[src/pkg/bi_board_info_map.vh]
/*
 Register offsets, field positions, reset values and timing counts
 for the board information block.
 Assumes inclusion by bare name from the design files.
*/
`ifndef BI_BOARD_INFO_MAP_VH
`define BI_BOARD_INFO_MAP_VH

// Avalon register indexes, compared with address bits 5:2
`define BI_OFS_MODEL 4'h0
`define BI_OFS_OPTION 4'h1
`define BI_OFS_TERM 4'h2
`define BI_OFS_JUMPER 4'h3
`define BI_OFS_CTRL 4'h4
`define BI_OFS_TSEL 4'h5
`define BI_OFS_TFLAGS 4'h6
`define BI_OFS_TPARAM 4'h7
`define BI_OFS_TTIMEOUT 4'h8
`define BI_OFS_TSTAT 4'h9
`define BI_OFS_ESTAT 4'ha

// Identity value is arbitrary
`define BI_MODEL_CODE 16'h0b1c

// Control register bits
`define BI_CTRL_CAPTURE 0
`define BI_CTRL_DISC_EN 1

// Jumper byte bit positions
`define BI_JMP_PARITY 5
`define BI_JMP_RESET 4
`define BI_JMP_ID3 3

// Option byte positions
`define BI_OPT_ID3 0
`define BI_OPT_RST 4

// Termination byte positions
`define BI_TERM_LOW_PWR 1
`define BI_TERM_FUSE 2

// Device flag bit positions
`define BI_FLG_MULTI_LUN 0
`define BI_FLG_NEG_PERIOD 1
`define BI_FLG_NO_ATN 2
`define BI_FLG_NEG_SIZE 3
`define BI_FLG_TAG_Q 6
`define BI_FLG_INT 8
`define BI_FLG_ISB 9
`define BI_FLG_RETRY_PAR 10
`define BI_FLG_RETRY_DEV 11
`define BI_FLG_RETRY_BUS 12
`define BI_FLG_SEL_SENSE 14
`define BI_FLAGS_MASK 16'h5f4f

// Target entry layout
`define BI_ENT_W 48
`define BI_FLAGS_RESET 16'h0000
`define BI_ENT_RESET 48'h0000_0000_0000

// Failure kinds from the sequencer
`define BI_FAIL_PARITY 2'h0
`define BI_FAIL_DEVICE 2'h1
`define BI_FAIL_BUS 2'h2

// Timing and sense byte counts
`define BI_CLK_NS 25
`define BI_PERIOD_UNIT_NS 4
`define BI_TICK_NS 100000
`define BI_TICK_CYC (`BI_TICK_NS / `BI_CLK_NS)
`define BI_SENSE_SEL 5'h10
`define BI_SENSE_DEF 5'h08

`endif

[src/rtl/bi_board_info.v]
/*
 Board information flags, jumper readback and per-target options
 with a small command retry and reconnect engine, behind Avalon-MM.
 Assumes jumper, fuse and sequencer inputs synchronous to clk_sys.
*/
// Chosen here: the Avalon-MM register port and the register addresses.
// Notes on behaviour
// - Reset bit reads one when bus reset
// - Own ID in option bits 0,7,6,5
// - Termination bit 1 flags low power
// - Termination bit 2 flags blown fuse
// - Jumper byte, bit 7 first pair
// - Jumper roles; absent ID jumper gives 0
// - Wait disconnect timeout, then start recovery
// - Retries never exceed per-target limit
// - Flag bits 15,13,7,5,4 read zero
// - Bit 0 allows multi-LUN command queuing
// - Bit 1 starts period negotiation
// - Bit 2 suppresses attention toward target
// - Bit 3 starts bus size negotiation
// - Bit 6 only records tagged request
// - Bit 9 gives status per retry
// - Bit 8 with 9 interrupts host
// - Bit 10 retries parity failures
// - Bit 11 retries device errors
// - Bit 12 retries bus faults
// - Bit 14 selects 16 sense bytes
// - Period value counts 4 ns units
// - Fixed base model code reported
`timescale 1ns/1ps
`default_nettype none
`include "bi_board_info_map.vh"

module bi_board_info (
  // Clock and reset
  input wire clk_sys,
  input wire rst_b,
  // Avalon-MM slave
  input wire [5:0] avs_address,
  input wire avs_read,
  input wire avs_write,
  input wire [31:0] avs_writedata,
  input wire [3:0] avs_byteenable,
  output reg [31:0] avs_readdata,
  output reg avs_waitrequest,
  // Board inputs
  input wire [7:0] jumper_in,
  input wire term_power_low,
  input wire term_fuse_blown,
  // Sequencer events
  input wire seq_start,
  input wire [3:0] seq_target,
  input wire seq_disconnect,
  input wire seq_reconnect,
  input wire seq_fail,
  input wire [1:0] seq_fail_kind,
  input wire seq_done,
  // Board configuration
  output reg [3:0] adapter_id,
  output reg parity_check_en,
  output reg bus_reset_at_powerup,
  // Current target configuration
  output reg untagged_multi_lun_queue,
  output reg initiate_period_negotiation,
  output reg atn_allowed,
  output reg initiate_bus_size_negotiation,
  output reg tag_queue_enabled,
  output reg sense_selected,
  output reg [4:0] sense_bytes,
  output reg [5:0] min_edge_gap,
  // Engine events
  output reg retry_pulse,
  output reg status_block_pulse,
  output reg host_irq_pulse,
  output reg error_pulse,
  output reg recover_pulse
);

  localparam [1:0] ST_IDLE = 2'h0;
  localparam [1:0] ST_LOAD = 2'h1;
  localparam [1:0] ST_RUN = 2'h2;
  localparam [1:0] ST_WAIT = 2'h3;
  localparam integer TICK_LAST_I = `BI_TICK_CYC - 1;
  localparam [11:0] TICK_LAST = TICK_LAST_I[11:0];

  // Snapshot of board inputs
  reg [7:0] jumper_reg;
  reg low_term_power_reg;
  reg term_fuse_blown_reg;
  reg snap_pend_reg;

  // Control registers
  reg disc_en_reg;
  reg [3:0] tsel_reg;

  // Bus handshake
  wire [3:0] reg_idx;
  wire bus_req;
  wire wr_take;
  wire [15:0] wr_flags;
  reg [31:0] rd_mux;

  // Store
  wire [`BI_ENT_W-1:0] mem_a;
  wire [`BI_ENT_W-1:0] mem_b;
  reg mem_wr;
  reg [`BI_ENT_W-1:0] mem_wdata;

  // Engine
  reg [1:0] state_reg;
  reg [3:0] tgt_reg;
  reg [7:0] retry_cnt_reg;
  reg [15:0] tmo_cnt_reg;
  reg [11:0] tick_reg;

  wire [15:0] a_flags;
  wire [7:0] a_period;
  wire [10:0] a_ns;
  wire [10:0] a_gap;
  wire [15:0] b_flags;
  wire [7:0] b_retry;
  wire [7:0] b_period;
  wire [15:0] b_tmo;
  wire [10:0] b_ns;
  wire [10:0] b_gap;
  wire [7:0] opt_byte;
  wire [7:0] term_byte;
  reg kind_ok;

  assign reg_idx = avs_address[5:2];
  assign bus_req = avs_read | avs_write;
  assign wr_take = avs_write & ~avs_waitrequest;
  assign wr_flags = avs_writedata[15:0] & `BI_FLAGS_MASK;

  assign a_flags = mem_a[15:0];
  assign a_period = mem_a[31:24];
  assign b_flags = mem_b[15:0];
  assign b_retry = mem_b[23:16];
  assign b_period = mem_b[31:24];
  assign b_tmo = mem_b[47:32];

  // Period in ns, rounded up to whole clocks
  assign a_ns = {1'b0, a_period, 2'b00};
  assign a_gap = (a_ns + 11'd24) / 11'd25;
  assign b_ns = {1'b0, b_period, 2'b00};
  assign b_gap = (b_ns + 11'd24) / 11'd25;

  // Reset jumper out means reset selected
  assign opt_byte = {jumper_reg[2:0], ~jumper_reg[`BI_JMP_RESET], 3'b000,
    jumper_reg[`BI_JMP_ID3]};
  assign term_byte = {5'b00000, term_fuse_blown_reg, low_term_power_reg,
    1'b0};

  // Read data mux
  always @* begin
    rd_mux = 32'h0000_0000;
    case (reg_idx)
      `BI_OFS_MODEL: rd_mux = {16'h0000, `BI_MODEL_CODE};
      `BI_OFS_OPTION: rd_mux = {24'h000000, opt_byte};
      `BI_OFS_TERM: rd_mux = {24'h000000, term_byte};
      `BI_OFS_JUMPER: rd_mux = {24'h000000, jumper_reg};
      `BI_OFS_CTRL: rd_mux = {30'h0, disc_en_reg, 1'b0};
      `BI_OFS_TSEL: rd_mux = {28'h0, tsel_reg};
      `BI_OFS_TFLAGS: rd_mux = {16'h0000, a_flags & `BI_FLAGS_MASK};
      `BI_OFS_TPARAM: rd_mux = {16'h0000, mem_a[31:16]};
      `BI_OFS_TTIMEOUT: rd_mux = {16'h0000, mem_a[47:32]};
      `BI_OFS_TSTAT: rd_mux = {6'h00, a_ns[9:0], 10'h000, a_gap[5:0]};
      `BI_OFS_ESTAT: rd_mux = {6'h00, tmo_cnt_reg[5:0], retry_cnt_reg,
        tgt_reg, 6'h00, state_reg};
      default: rd_mux = 32'h0000_0000;
    endcase
  end

  // Store write: merge the written field into the selected entry
  always @* begin
    mem_wr = 1'b0;
    mem_wdata = mem_a;
    if (wr_take) begin
      case (reg_idx)
        `BI_OFS_TFLAGS: begin
          mem_wr = 1'b1;
          if (avs_byteenable[0]) begin
            mem_wdata[7:0] = wr_flags[7:0];
          end
          if (avs_byteenable[1]) begin
            mem_wdata[15:8] = wr_flags[15:8];
          end
        end
        `BI_OFS_TPARAM: begin
          mem_wr = 1'b1;
          if (avs_byteenable[0]) begin
            mem_wdata[23:16] = avs_writedata[7:0];
          end
          if (avs_byteenable[1]) begin
            mem_wdata[31:24] = avs_writedata[15:8];
          end
        end
        `BI_OFS_TTIMEOUT: begin
          mem_wr = 1'b1;
          if (avs_byteenable[0]) begin
            mem_wdata[39:32] = avs_writedata[7:0];
          end
          if (avs_byteenable[1]) begin
            mem_wdata[47:40] = avs_writedata[15:8];
          end
        end
        default: mem_wr = 1'b0;
      endcase
    end
  end

  bi_target_mem u_mem (
    .clk_sys(clk_sys),
    .rst_b(rst_b),
    .wr_en(mem_wr),
    .wr_addr(tsel_reg),
    .wr_data(mem_wdata),
    .a_addr(tsel_reg),
    .a_data(mem_a),
    .b_addr(tgt_reg),
    .b_data(mem_b)
  );

  // Bus slave: one wait cycle, answer, then take the write
  always @(posedge clk_sys or negedge rst_b) begin
    if (!rst_b) begin
      avs_waitrequest <= 1'b1;
      avs_readdata <= 32'h0000_0000;
      disc_en_reg <= 1'b0;
      tsel_reg <= 4'h0;
    end else begin
      if (!avs_waitrequest) begin
        avs_waitrequest <= 1'b1;
      end else if (bus_req) begin
        avs_waitrequest <= 1'b0;
        avs_readdata <= avs_read ? rd_mux : 32'h0000_0000;
      end
      if (wr_take && avs_byteenable[0]) begin
        if (reg_idx == `BI_OFS_CTRL) begin
          disc_en_reg <= avs_writedata[`BI_CTRL_DISC_EN];
        end
        if (reg_idx == `BI_OFS_TSEL) begin
          tsel_reg <= avs_writedata[3:0];
        end
      end
    end
  end

  // Fresh sample after reset and on each capture request
  always @(posedge clk_sys or negedge rst_b) begin
    if (!rst_b) begin
      snap_pend_reg <= 1'b1;
      jumper_reg <= 8'h00;
      low_term_power_reg <= 1'b0;
      term_fuse_blown_reg <= 1'b0;
      adapter_id <= 4'h0;
      parity_check_en <= 1'b0;
      bus_reset_at_powerup <= 1'b0;
    end else begin
      snap_pend_reg <= wr_take && reg_idx == `BI_OFS_CTRL &&
        avs_byteenable[0] && avs_writedata[`BI_CTRL_CAPTURE];
      if (snap_pend_reg) begin
        jumper_reg <= jumper_in;
        low_term_power_reg <= term_power_low;
        term_fuse_blown_reg <= term_fuse_blown;
        adapter_id <= jumper_in[3:0];
        parity_check_en <= ~jumper_in[`BI_JMP_PARITY];
        bus_reset_at_powerup <= ~jumper_in[`BI_JMP_RESET];
      end
    end
  end

  // Failure kind matched against its retry option
  always @* begin
    case (seq_fail_kind)
      `BI_FAIL_PARITY: kind_ok = b_flags[`BI_FLG_RETRY_PAR];
      `BI_FAIL_DEVICE: kind_ok = b_flags[`BI_FLG_RETRY_DEV];
      `BI_FAIL_BUS: kind_ok = b_flags[`BI_FLG_RETRY_BUS];
      default: kind_ok = 1'b0;
    endcase
  end

  // Command engine for the active target
  always @(posedge clk_sys or negedge rst_b) begin
    if (!rst_b) begin
      state_reg <= ST_IDLE;
      tgt_reg <= 4'h0;
      retry_cnt_reg <= 8'h00;
      tmo_cnt_reg <= 16'h0000;
      tick_reg <= 12'h000;
      retry_pulse <= 1'b0;
      status_block_pulse <= 1'b0;
      host_irq_pulse <= 1'b0;
      error_pulse <= 1'b0;
      recover_pulse <= 1'b0;
    end else begin
      retry_pulse <= 1'b0;
      status_block_pulse <= 1'b0;
      host_irq_pulse <= 1'b0;
      error_pulse <= 1'b0;
      recover_pulse <= 1'b0;
      case (state_reg)
        ST_IDLE: begin
          if (seq_start) begin
            tgt_reg <= seq_target;
            retry_cnt_reg <= 8'h00;
            state_reg <= ST_LOAD;
          end
        end
        ST_LOAD: begin
          // Entry read lags the address by one clock
          state_reg <= ST_RUN;
        end
        ST_RUN: begin
          if (seq_done) begin
            state_reg <= ST_IDLE;
          end else if (seq_fail) begin
            if (kind_ok && retry_cnt_reg < b_retry) begin
              retry_cnt_reg <= retry_cnt_reg + 8'h01;
              retry_pulse <= 1'b1;
              status_block_pulse <= b_flags[`BI_FLG_ISB];
              host_irq_pulse <= b_flags[`BI_FLG_ISB] &
                b_flags[`BI_FLG_INT];
            end else begin
              error_pulse <= 1'b1;
              state_reg <= ST_IDLE;
            end
          end else if (seq_disconnect && disc_en_reg) begin
            tmo_cnt_reg <= 16'h0000;
            tick_reg <= 12'h000;
            state_reg <= ST_WAIT;
          end
        end
        ST_WAIT: begin
          if (seq_reconnect) begin
            state_reg <= ST_RUN;
          end else if (tmo_cnt_reg >= b_tmo) begin
            recover_pulse <= 1'b1;
            state_reg <= ST_IDLE;
          end else if (tick_reg == TICK_LAST) begin
            tick_reg <= 12'h000;
            tmo_cnt_reg <= tmo_cnt_reg + 16'h0001;
          end else begin
            tick_reg <= tick_reg + 12'h001;
          end
        end
        default: state_reg <= ST_IDLE;
      endcase
    end
  end

  // Options of the active target, held in flops
  always @(posedge clk_sys or negedge rst_b) begin
    if (!rst_b) begin
      untagged_multi_lun_queue <= 1'b0;
      initiate_period_negotiation <= 1'b0;
      atn_allowed <= 1'b1;
      initiate_bus_size_negotiation <= 1'b0;
      tag_queue_enabled <= 1'b0;
      sense_selected <= 1'b0;
      sense_bytes <= `BI_SENSE_DEF;
      min_edge_gap <= 6'h00;
    end else begin
      untagged_multi_lun_queue <= b_flags[`BI_FLG_MULTI_LUN];
      initiate_period_negotiation <=
        b_flags[`BI_FLG_NEG_PERIOD];
      atn_allowed <= ~b_flags[`BI_FLG_NO_ATN];
      initiate_bus_size_negotiation <=
        b_flags[`BI_FLG_NEG_SIZE];
      // Request only; real tag mode is not tracked here
      tag_queue_enabled <= b_flags[`BI_FLG_TAG_Q];
      sense_selected <= b_flags[`BI_FLG_SEL_SENSE];
      sense_bytes <= b_flags[`BI_FLG_SEL_SENSE] ? `BI_SENSE_SEL :
        `BI_SENSE_DEF;
      min_edge_gap <= b_gap[5:0];
    end
  end

endmodule
`default_nettype wire

[src/rtl/bi_target_mem.v]
/*
 Sixteen-entry per-target option store, one write port and two read
 ports whose data come out of registers.
 Assumes a single clock and an active-low asynchronous reset.
*/
`timescale 1ns/1ps
`default_nettype none
`include "bi_board_info_map.vh"

module bi_target_mem (
  // Clock and reset
  input wire clk_sys,
  input wire rst_b,
  // Write port
  input wire wr_en,
  input wire [3:0] wr_addr,
  input wire [`BI_ENT_W-1:0] wr_data,
  // Read ports
  input wire [3:0] a_addr,
  output reg [`BI_ENT_W-1:0] a_data,
  input wire [3:0] b_addr,
  output reg [`BI_ENT_W-1:0] b_data
);

  wire [`BI_ENT_W-1:0] ent [0:15];

  // Reset store so options are defined after reset
  genvar i;
  generate
    for (i = 0; i < 16; i = i + 1) begin : g_ent
      reg [`BI_ENT_W-1:0] ent_reg;
      always @(posedge clk_sys or negedge rst_b) begin
        if (!rst_b) begin
          ent_reg <= `BI_ENT_RESET;
        end else if (wr_en && wr_addr == i) begin
          ent_reg <= wr_data;
        end
      end
      assign ent[i] = ent_reg;
    end
  endgenerate

  always @(posedge clk_sys or negedge rst_b) begin
    if (!rst_b) begin
      a_data <= `BI_ENT_RESET;
      b_data <= `BI_ENT_RESET;
    end else begin
      a_data <= ent[a_addr];
      b_data <= ent[b_addr];
    end
  end

endmodule
`default_nettype wire

[config.mk]
export PLATFORM = sky130hd
export DESIGN_NAME = bi_board_info
export DESIGN_NICKNAME = d
export VERILOG_FILES = /design/src/rtl/bi_board_info.v /design/src/rtl/bi_target_mem.v
export VERILOG_INCLUDE_DIRS = /design/src /design/src/pkg
export SDC_FILE = /design/constraint.sdc
export NUM_CORES = 2
export LEC_CHECK = 0
export BUFFER_PORTS_ARGS = -buffer_cell sky130_fd_sc_hd__buf_4
export CAP_MARGIN = 10
export CORE_MARGIN = 10
export CORE_UTILIZATION = 40
export CTS_CLUSTER_DIAMETER = 60
export DETAILED_ROUTE_END_ITERATION = 8
export PLACE_DENSITY = 0.58
export SLEW_MARGIN = 25
export SYNTH_ARGS = -nofsm -noshare
export SYNTH_HDL_FRONTEND = slang
export SYNTH_SLANG_ARGS = --single-unit
[constraint.sdc]
create_clock -name clk_sys -period 7.7 [get_ports clk_sys]
set_input_delay 1.155 -clock clk_sys [delete_from_list [all_inputs] [get_ports clk_sys]]
set_output_delay 1.155 -clock clk_sys [all_outputs]
set_load 0.01 [all_outputs]
Yosys cells after proc, flatten, opt, wreduce, memory -nomap -nowiden
Cells that the tools add are included.
{ "classes": {"n_mul": 0, "n_shift": 0, "n_div": 2, "n_reduce_logical": 37, "mux": 70, "order_cmp": 4, "n_bitwise": 10, "n_addsub": 5, "eq_ne": 43} }
{ "ops": {"columns": ["op", "n"], "rows": [
  ["48-bit binary-select mux with 4-bit select", 2],
  ["26-bit case mux with 11 select lines", 1],
  ["48-bit two-way mux", 5],
  ["16-bit two-way mux", 9],
  ["8-bit two-way mux", 10],
  ["12-bit two-way mux", 6],
  ["4-bit == test, second input constant", 11],
  ["4-bit by 3-bit == test with 1-bit output, second input constant", 8],
  ["32-bit two-way mux", 1],
  ["16-bit case mux with 2 select lines", 1],
  ["12-bit case mux with 2 select lines", 1],
  ["1-bit two-way mux", 23],
  ["10-bit by 5-bit adder with 11-bit output, second input constant", 2],
  ["11-bit by 5-bit divider with 11-bit output, second input constant", 2],
  ["1-bit logical AND", 22],
  ["2-bit != test, second input constant", 9],
  ["16-bit by 1-bit adder with 16-bit output, second input constant", 1],
  ["4-bit by 2-bit == test with 1-bit output, second input constant", 4],
  ["16-bit >= comparator", 1],
  ["8-bit case mux with 2 select lines", 1],
  ["2-bit two-way mux", 7],
  ["12-bit by 1-bit adder with 12-bit output, second input constant", 1],
  ["12-bit == test, second input constant", 1],
  ["5-bit >= comparator, second input constant", 2],
  ["23 further kinds", 40]
]} }
{ "word_totals": {"ff_bits": 983, "mem_bits_ro": 0, "ram_bits": 0, "mem_count": 0, "latchBits": 0} }

Depth between registers and ports, before layout
{ "logic_depth": {"ltp_word": 7, "mapped_depth": 25} }

By module
From an unflattened synthesis, not the netlist that was laid out.
{ "hier_totals": {"cells_unflattened": 3671, "area_unflattened_um2": 51330.5} }
{ "by_module_without_submodules": {"columns": ["mod", "area_each_um2", "seq_area_each_um2", "cells_each", "n_inst"], "rows": [
  ["bi_target_mem", 42065.3, 21620.7, 2592, 1],
  ["bi_board_info", 9265.1, 2632.5, 1079, 1]
]} }

Least setup slack after synthesis
No wires, ideal clock.
{ "synth_path": {"path_kind": "reg-to-reg", "from": "reg u_mem.b_data[25]", "to": "reg min_edge_gap[0]", "setup_slack_ns": 2.544, "setup_time_ns": 0.133, "t_arrival_ns": 5.023, "path_buffers": 5, "path_stages_with_launch": 26, "synth_period_minus_slack_ns": 5.156, "cell_sequence": "dfrtp_1 > buf_4 > clkbuf_1 > inv_1 > ha_1 > buf_2 > buf_1 > o21bai_1 > a21oi_1 > a211o_1 > a211oi_2 > and3b_1 > o22ai_1 > o31ai_4 > xnor2_2 > ha_1 > o2111ai_1 > o211ai_1 > buf_4 > mux2_2 > ha_1 > xnor2_1 > and3_1 > nor3_1 > mux2i_1 > o211ai_1"} }
{ "synth_between": {"elab_chain_len": 2} }
{ "synth_rtl": {"columns": ["element", "line_no", "rtl"], "rows": [
  ["start: declaration", "bi_target_mem.v:22", "output reg [`BI_ENT_W-1:0] b_data"],
  ["start signal: assignment", "bi_target_mem.v:46", "b_data <= `BI_ENT_RESET;"],
  ["start signal: assignment", "bi_target_mem.v:49", "b_data <= ent[b_addr];"],
  ["10-bit by 5-bit adder with 11-bit output", "bi_board_info.v:146", "assign b_gap = (b_ns + 11'd24) / 11'd25;"],
  ["11-bit by 5-bit divider with 11-bit output", "bi_board_info.v:146", null],
  ["via b_gap[0]", "bi_board_info.v:125", "wire [10:0] b_gap;"],
  ["end signal: assignment", "bi_board_info.v:375", "min_edge_gap <= b_gap[5:0];"],
  ["end: declaration", "bi_board_info.v:70", "output reg [5:0] min_edge_gap,"]
]} }
The timed path passes the listed nets, and every way through them passes these cells.
A chain may end at the register's enable or synchronous reset.

Worst setup path in the final report
Ends and elaborated chain as after synthesis.

==> metrics <==
Synth area leader dfrtp_1; DR pass1 iterations 6; CTS sink cnt 879; Worst Path Required 8260 ps; Setup Buffers After CTS 0; Fin. Hold Viols 0; initial antenna violation count 3; first-pass GRT wire length 205800 µm; Slew HR 26.29%; io pins 128; Yosys warnings 0; slowest stage cell, crit path ha_1; Starting Density 40.32%; Initial DRC Count 2928; sequential fraction of the synthesis area 48.50%; Die Ht 356.8 µm; total CTS buffers 102; Max clock buf depth 3; CP Cell Sequence buf_4 -> inv_1 -> ha_1 -> nand4_2 -> o41ai_4 -> a211oi_2 -> a211oi_2 -> and3b_1 -> o22ai_1 -> o31ai_4 -> xnor2_2 -> ha_1 -> o2111ai_1 -> o211ai_1 -> mux2_2 -> ha_1 -> xnor2_1 -> and3_1 -> nor3_1 -> mux2i_1 -> o211ai_1; fin nets 4001; Fillers 10300; max incr delay on CP 660 ps; Congestion Overflow GR 0; Critical Path Sink Type flop; Logic pwr share 15.0%; largest net degree at the start of global routing 168; Final GP Congestion 0.8640; power density over the cells 230.2 mW/mm²; flops & latches, synth 879; mux cell area share after synthesis 23.16%; area added between synthesis and finish 12.57%; via count 32140; CP top delay family compound AO/OA/AOI/OAI gates; Clk pwr share 42.9%; Resize count post-CTS 0; Peak Freq 0.1641 GHz; sequential power share 42.2%; share of cells above drive strength 1 22.64%; Clk pin slew, worst setup/hold paths 60 ps; Cells after Synth 3955; H-tree levels 3; Die X 356.8 µm; fin crit period 6092 ps; VDD IR-drop max 0.0002440 V; Post-Route Skew 35.48 ps; XOR/XNOR share of the synthesized area 0.6454%; CP arrival 6650 ps; clock latency on the worst-skew pair 700 ps; Async SR Flop Fraction 100.0%; EDFF count, synth 0; hold crit path type reg -> reg; core region area 0.1125 mm²; Routed WL 134100 µm; combinational family with the most area after synthesis multiplexers; Unique masters post-synth 108; worst-path fanout max 21; Yosys top cell area share 48.27%; Remaining DRCs 0; fin area 0.05106 mm²; GRT Total Usage 21.04%; Startpoint Class flop; Bufs and invs on worst path 2; RSZ-0062 raised after global routing false; slew at the pin with the worst max-slew slack 1106 ps; Final period util 79.12%; cts hold-fix bufs 0; switching part of the total power 28.41%; max-cap violation count 0; status finished, final reports clean; Syn Area/Cell 11.47 µm²; cell area after synthesis 0.04536 mm²; root buffer cell clkbuf_16; Final HPWL DP 79760 µm; port bufs 98; Net Switching 0.003340 W; Placed Area 0.04752 mm²; Primary FF master, synth dfrtp_1; Pins Over Slew Limit 0; Int Power 0.008415 W; DR WL/cell 24.46 µm; die area 0.1273 mm²; CTS tree yes; post-synthesis adder-cell area fraction 0.9930%; Synth Area in Simple Gates 10.46%; max reg flops 688; synth top area cells dfrtp_1 (48%), mux4_2 (21%), o21ai_0 (5.5%); post-DR vias/cell 5.859; CP dominant cell by count ha_1; total negative slack 0 ps; leakage 21.40 nW; number of setup violations in the final report 0; post-route ant nets 0; Setup CP Type reg -> reg; Core Rows 123; number of global-route vias before repair 32260; Synth Area in Compound Gates 12.60%
==> layer usage <==
metal / track usage [%] / wire, µm / part of all wire, % / up-vias
met5: 0 / 13 / 0.0097 / -
li1: - / - / - / 14360
met4: 5.358 / 3379 / 2.5 / 2
met1: 29.58 / 58820 / 44 / 16460
met2: 33.63 / 62740 / 47 / 1094
met3: 3.775 / 9193 / 6.9 / 220
==> cell type report <==
type	count	area [µm²]	share of cell area (%)
clock inverters	44	594.3	1.164
diodes	1	2.502	0.004901
clock buffers	146	2929	5.736
inverters	50	190.2	0.3724
flip-flops and latches	879	22030	43.15
multi-input cells	2675	21920	42.92
well taps	1500	1877	3.675
repair buffers	190	1521	2.980
==> cells by family (layout without fill, tap and decap cells) <==
kind of cell | Yosys count | count (layout)
mux | 509 | 509
fa+ha+maj | 36 | 36
other cells | 1 | 10
compound gates | 985 | 985
xor+xnor | 31 | 31
buf+inv | 409 | 430
flops | 879 | 879
simple gates | 1105 | 1105
==> synthesized netlist by cell type (all sizes together), types with 6 or more instances <==
cell type / number
inv: 49
nand4: 21
a21oi: 299
nand2b: 19
nor2: 332
a21boi: 7
a211oi: 11
a21o: 23
ha: 36
dfrtp: 875
mux2i: 59
or4: 8
xnor2: 14
and3: 22
a222oi: 8
nand2: 548
buf: 93
a22o: 10
nand3b: 6
nor2b: 17
o31ai: 8
mux4: 430
a22oi: 11
and2: 13
o22ai: 6
nor4: 7
mux2: 20
o211ai: 23
or2: 16
or3: 11
clkbuf: 266
a221oi: 6
nand3: 43
nor3: 24
a31oi: 14
xor2: 16
o21ai: 496
==> worst register-to-register path: stages (launching register included) <==
cell and delay [ps]:
dfrtp_1 360, buf_4 210, inv_1 290, ha_1 660, nand4_2 240, o41ai_4 510
a211oi_2 160, a211oi_2 360, and3b_1 250, o22ai_1 350, o31ai_4 130, xnor2_2 330
ha_1 280, o2111ai_1 140, o211ai_1 390, mux2_2 420, ha_1 240, xnor2_1 200
and3_1 170, nor3_1 50, mux2i_1 140, o211ai_1 100
==> through the flow <==
stage          setup slack [ps]  utilization [%]  total power, W  hold slack [ps]  instances
2_1_floorplan              2544                -        0.006147            331.2       3963
3_3_place_gp               1711            42.21        0.006804            333.8       5293
3_5_place_dp               1676            42.24        0.006806            335.5       5293
4_1_cts                    1671            45.37         0.01185            349.6       5483
5_1_grt                    1073            45.39         0.01217            353.8       5484
6_report                   1608            45.39         0.01176            347.6       5485
==> path summary, 6_finish.rpt <==
| path | slack (ps) | depth (start not counted) | to | start |
|---|---|---|---|---|
| setup / recovery | 1610 | 21 | min_edge_gap[0] | u_mem.b_data[25] |
| hold / removal | 350 | 0 | initiate_period_negotiation | u_mem.b_data[1] |
| setup reg to reg | 1610 | 21 | min_edge_gap[0] | u_mem.b_data[25] |
| hold reg to reg | 350 | 0 | initiate_period_negotiation | u_mem.b_data[1] |
| max in group asynchronous | 5310 | 3 | tgt_reg[0] | rst_b |
| min in group asynchronous | 520 | 1 | min_edge_gap[2] | rst_b |
==> power by group through the flow <==
| stage | Combinational [W] | Sequential [W] | Clock, W |
|---|---|---|---|
| CTS | 0.00174 | 0.00499 | 0.00512 |
| floorplan | 0.00133 | 0.00482 | 0 |
| global placement | 0.00173 | 0.00507 | 0 |
| global route | 0.00188 | 0.00498 | 0.00532 |
| finish | 0.00176 | 0.00496 | 0.00504 |
| detailed placement | 0.00174 | 0.00507 | 0 |
==> cell usage in the layout (no fill, tap or decap), drive strengths merged, types with 13 or more instances in the layout <==
cell    instances
mux2i          59
and2           13
xnor2          14
dfrtp         875
nand2         548
mux2           20
buf           190
nor3           24
nand4          21
nand2b         19
o21ai         496
nor2          332
a31oi          14
and3           22
xor2           16
clkbuf        146
a21o           23
inv            56
ha             36
nor2b          17
mux4          430
a21oi         299
o211ai         23
or2            16
clkinv         20
nand3          43
Power figures use the tool's default switching activity.
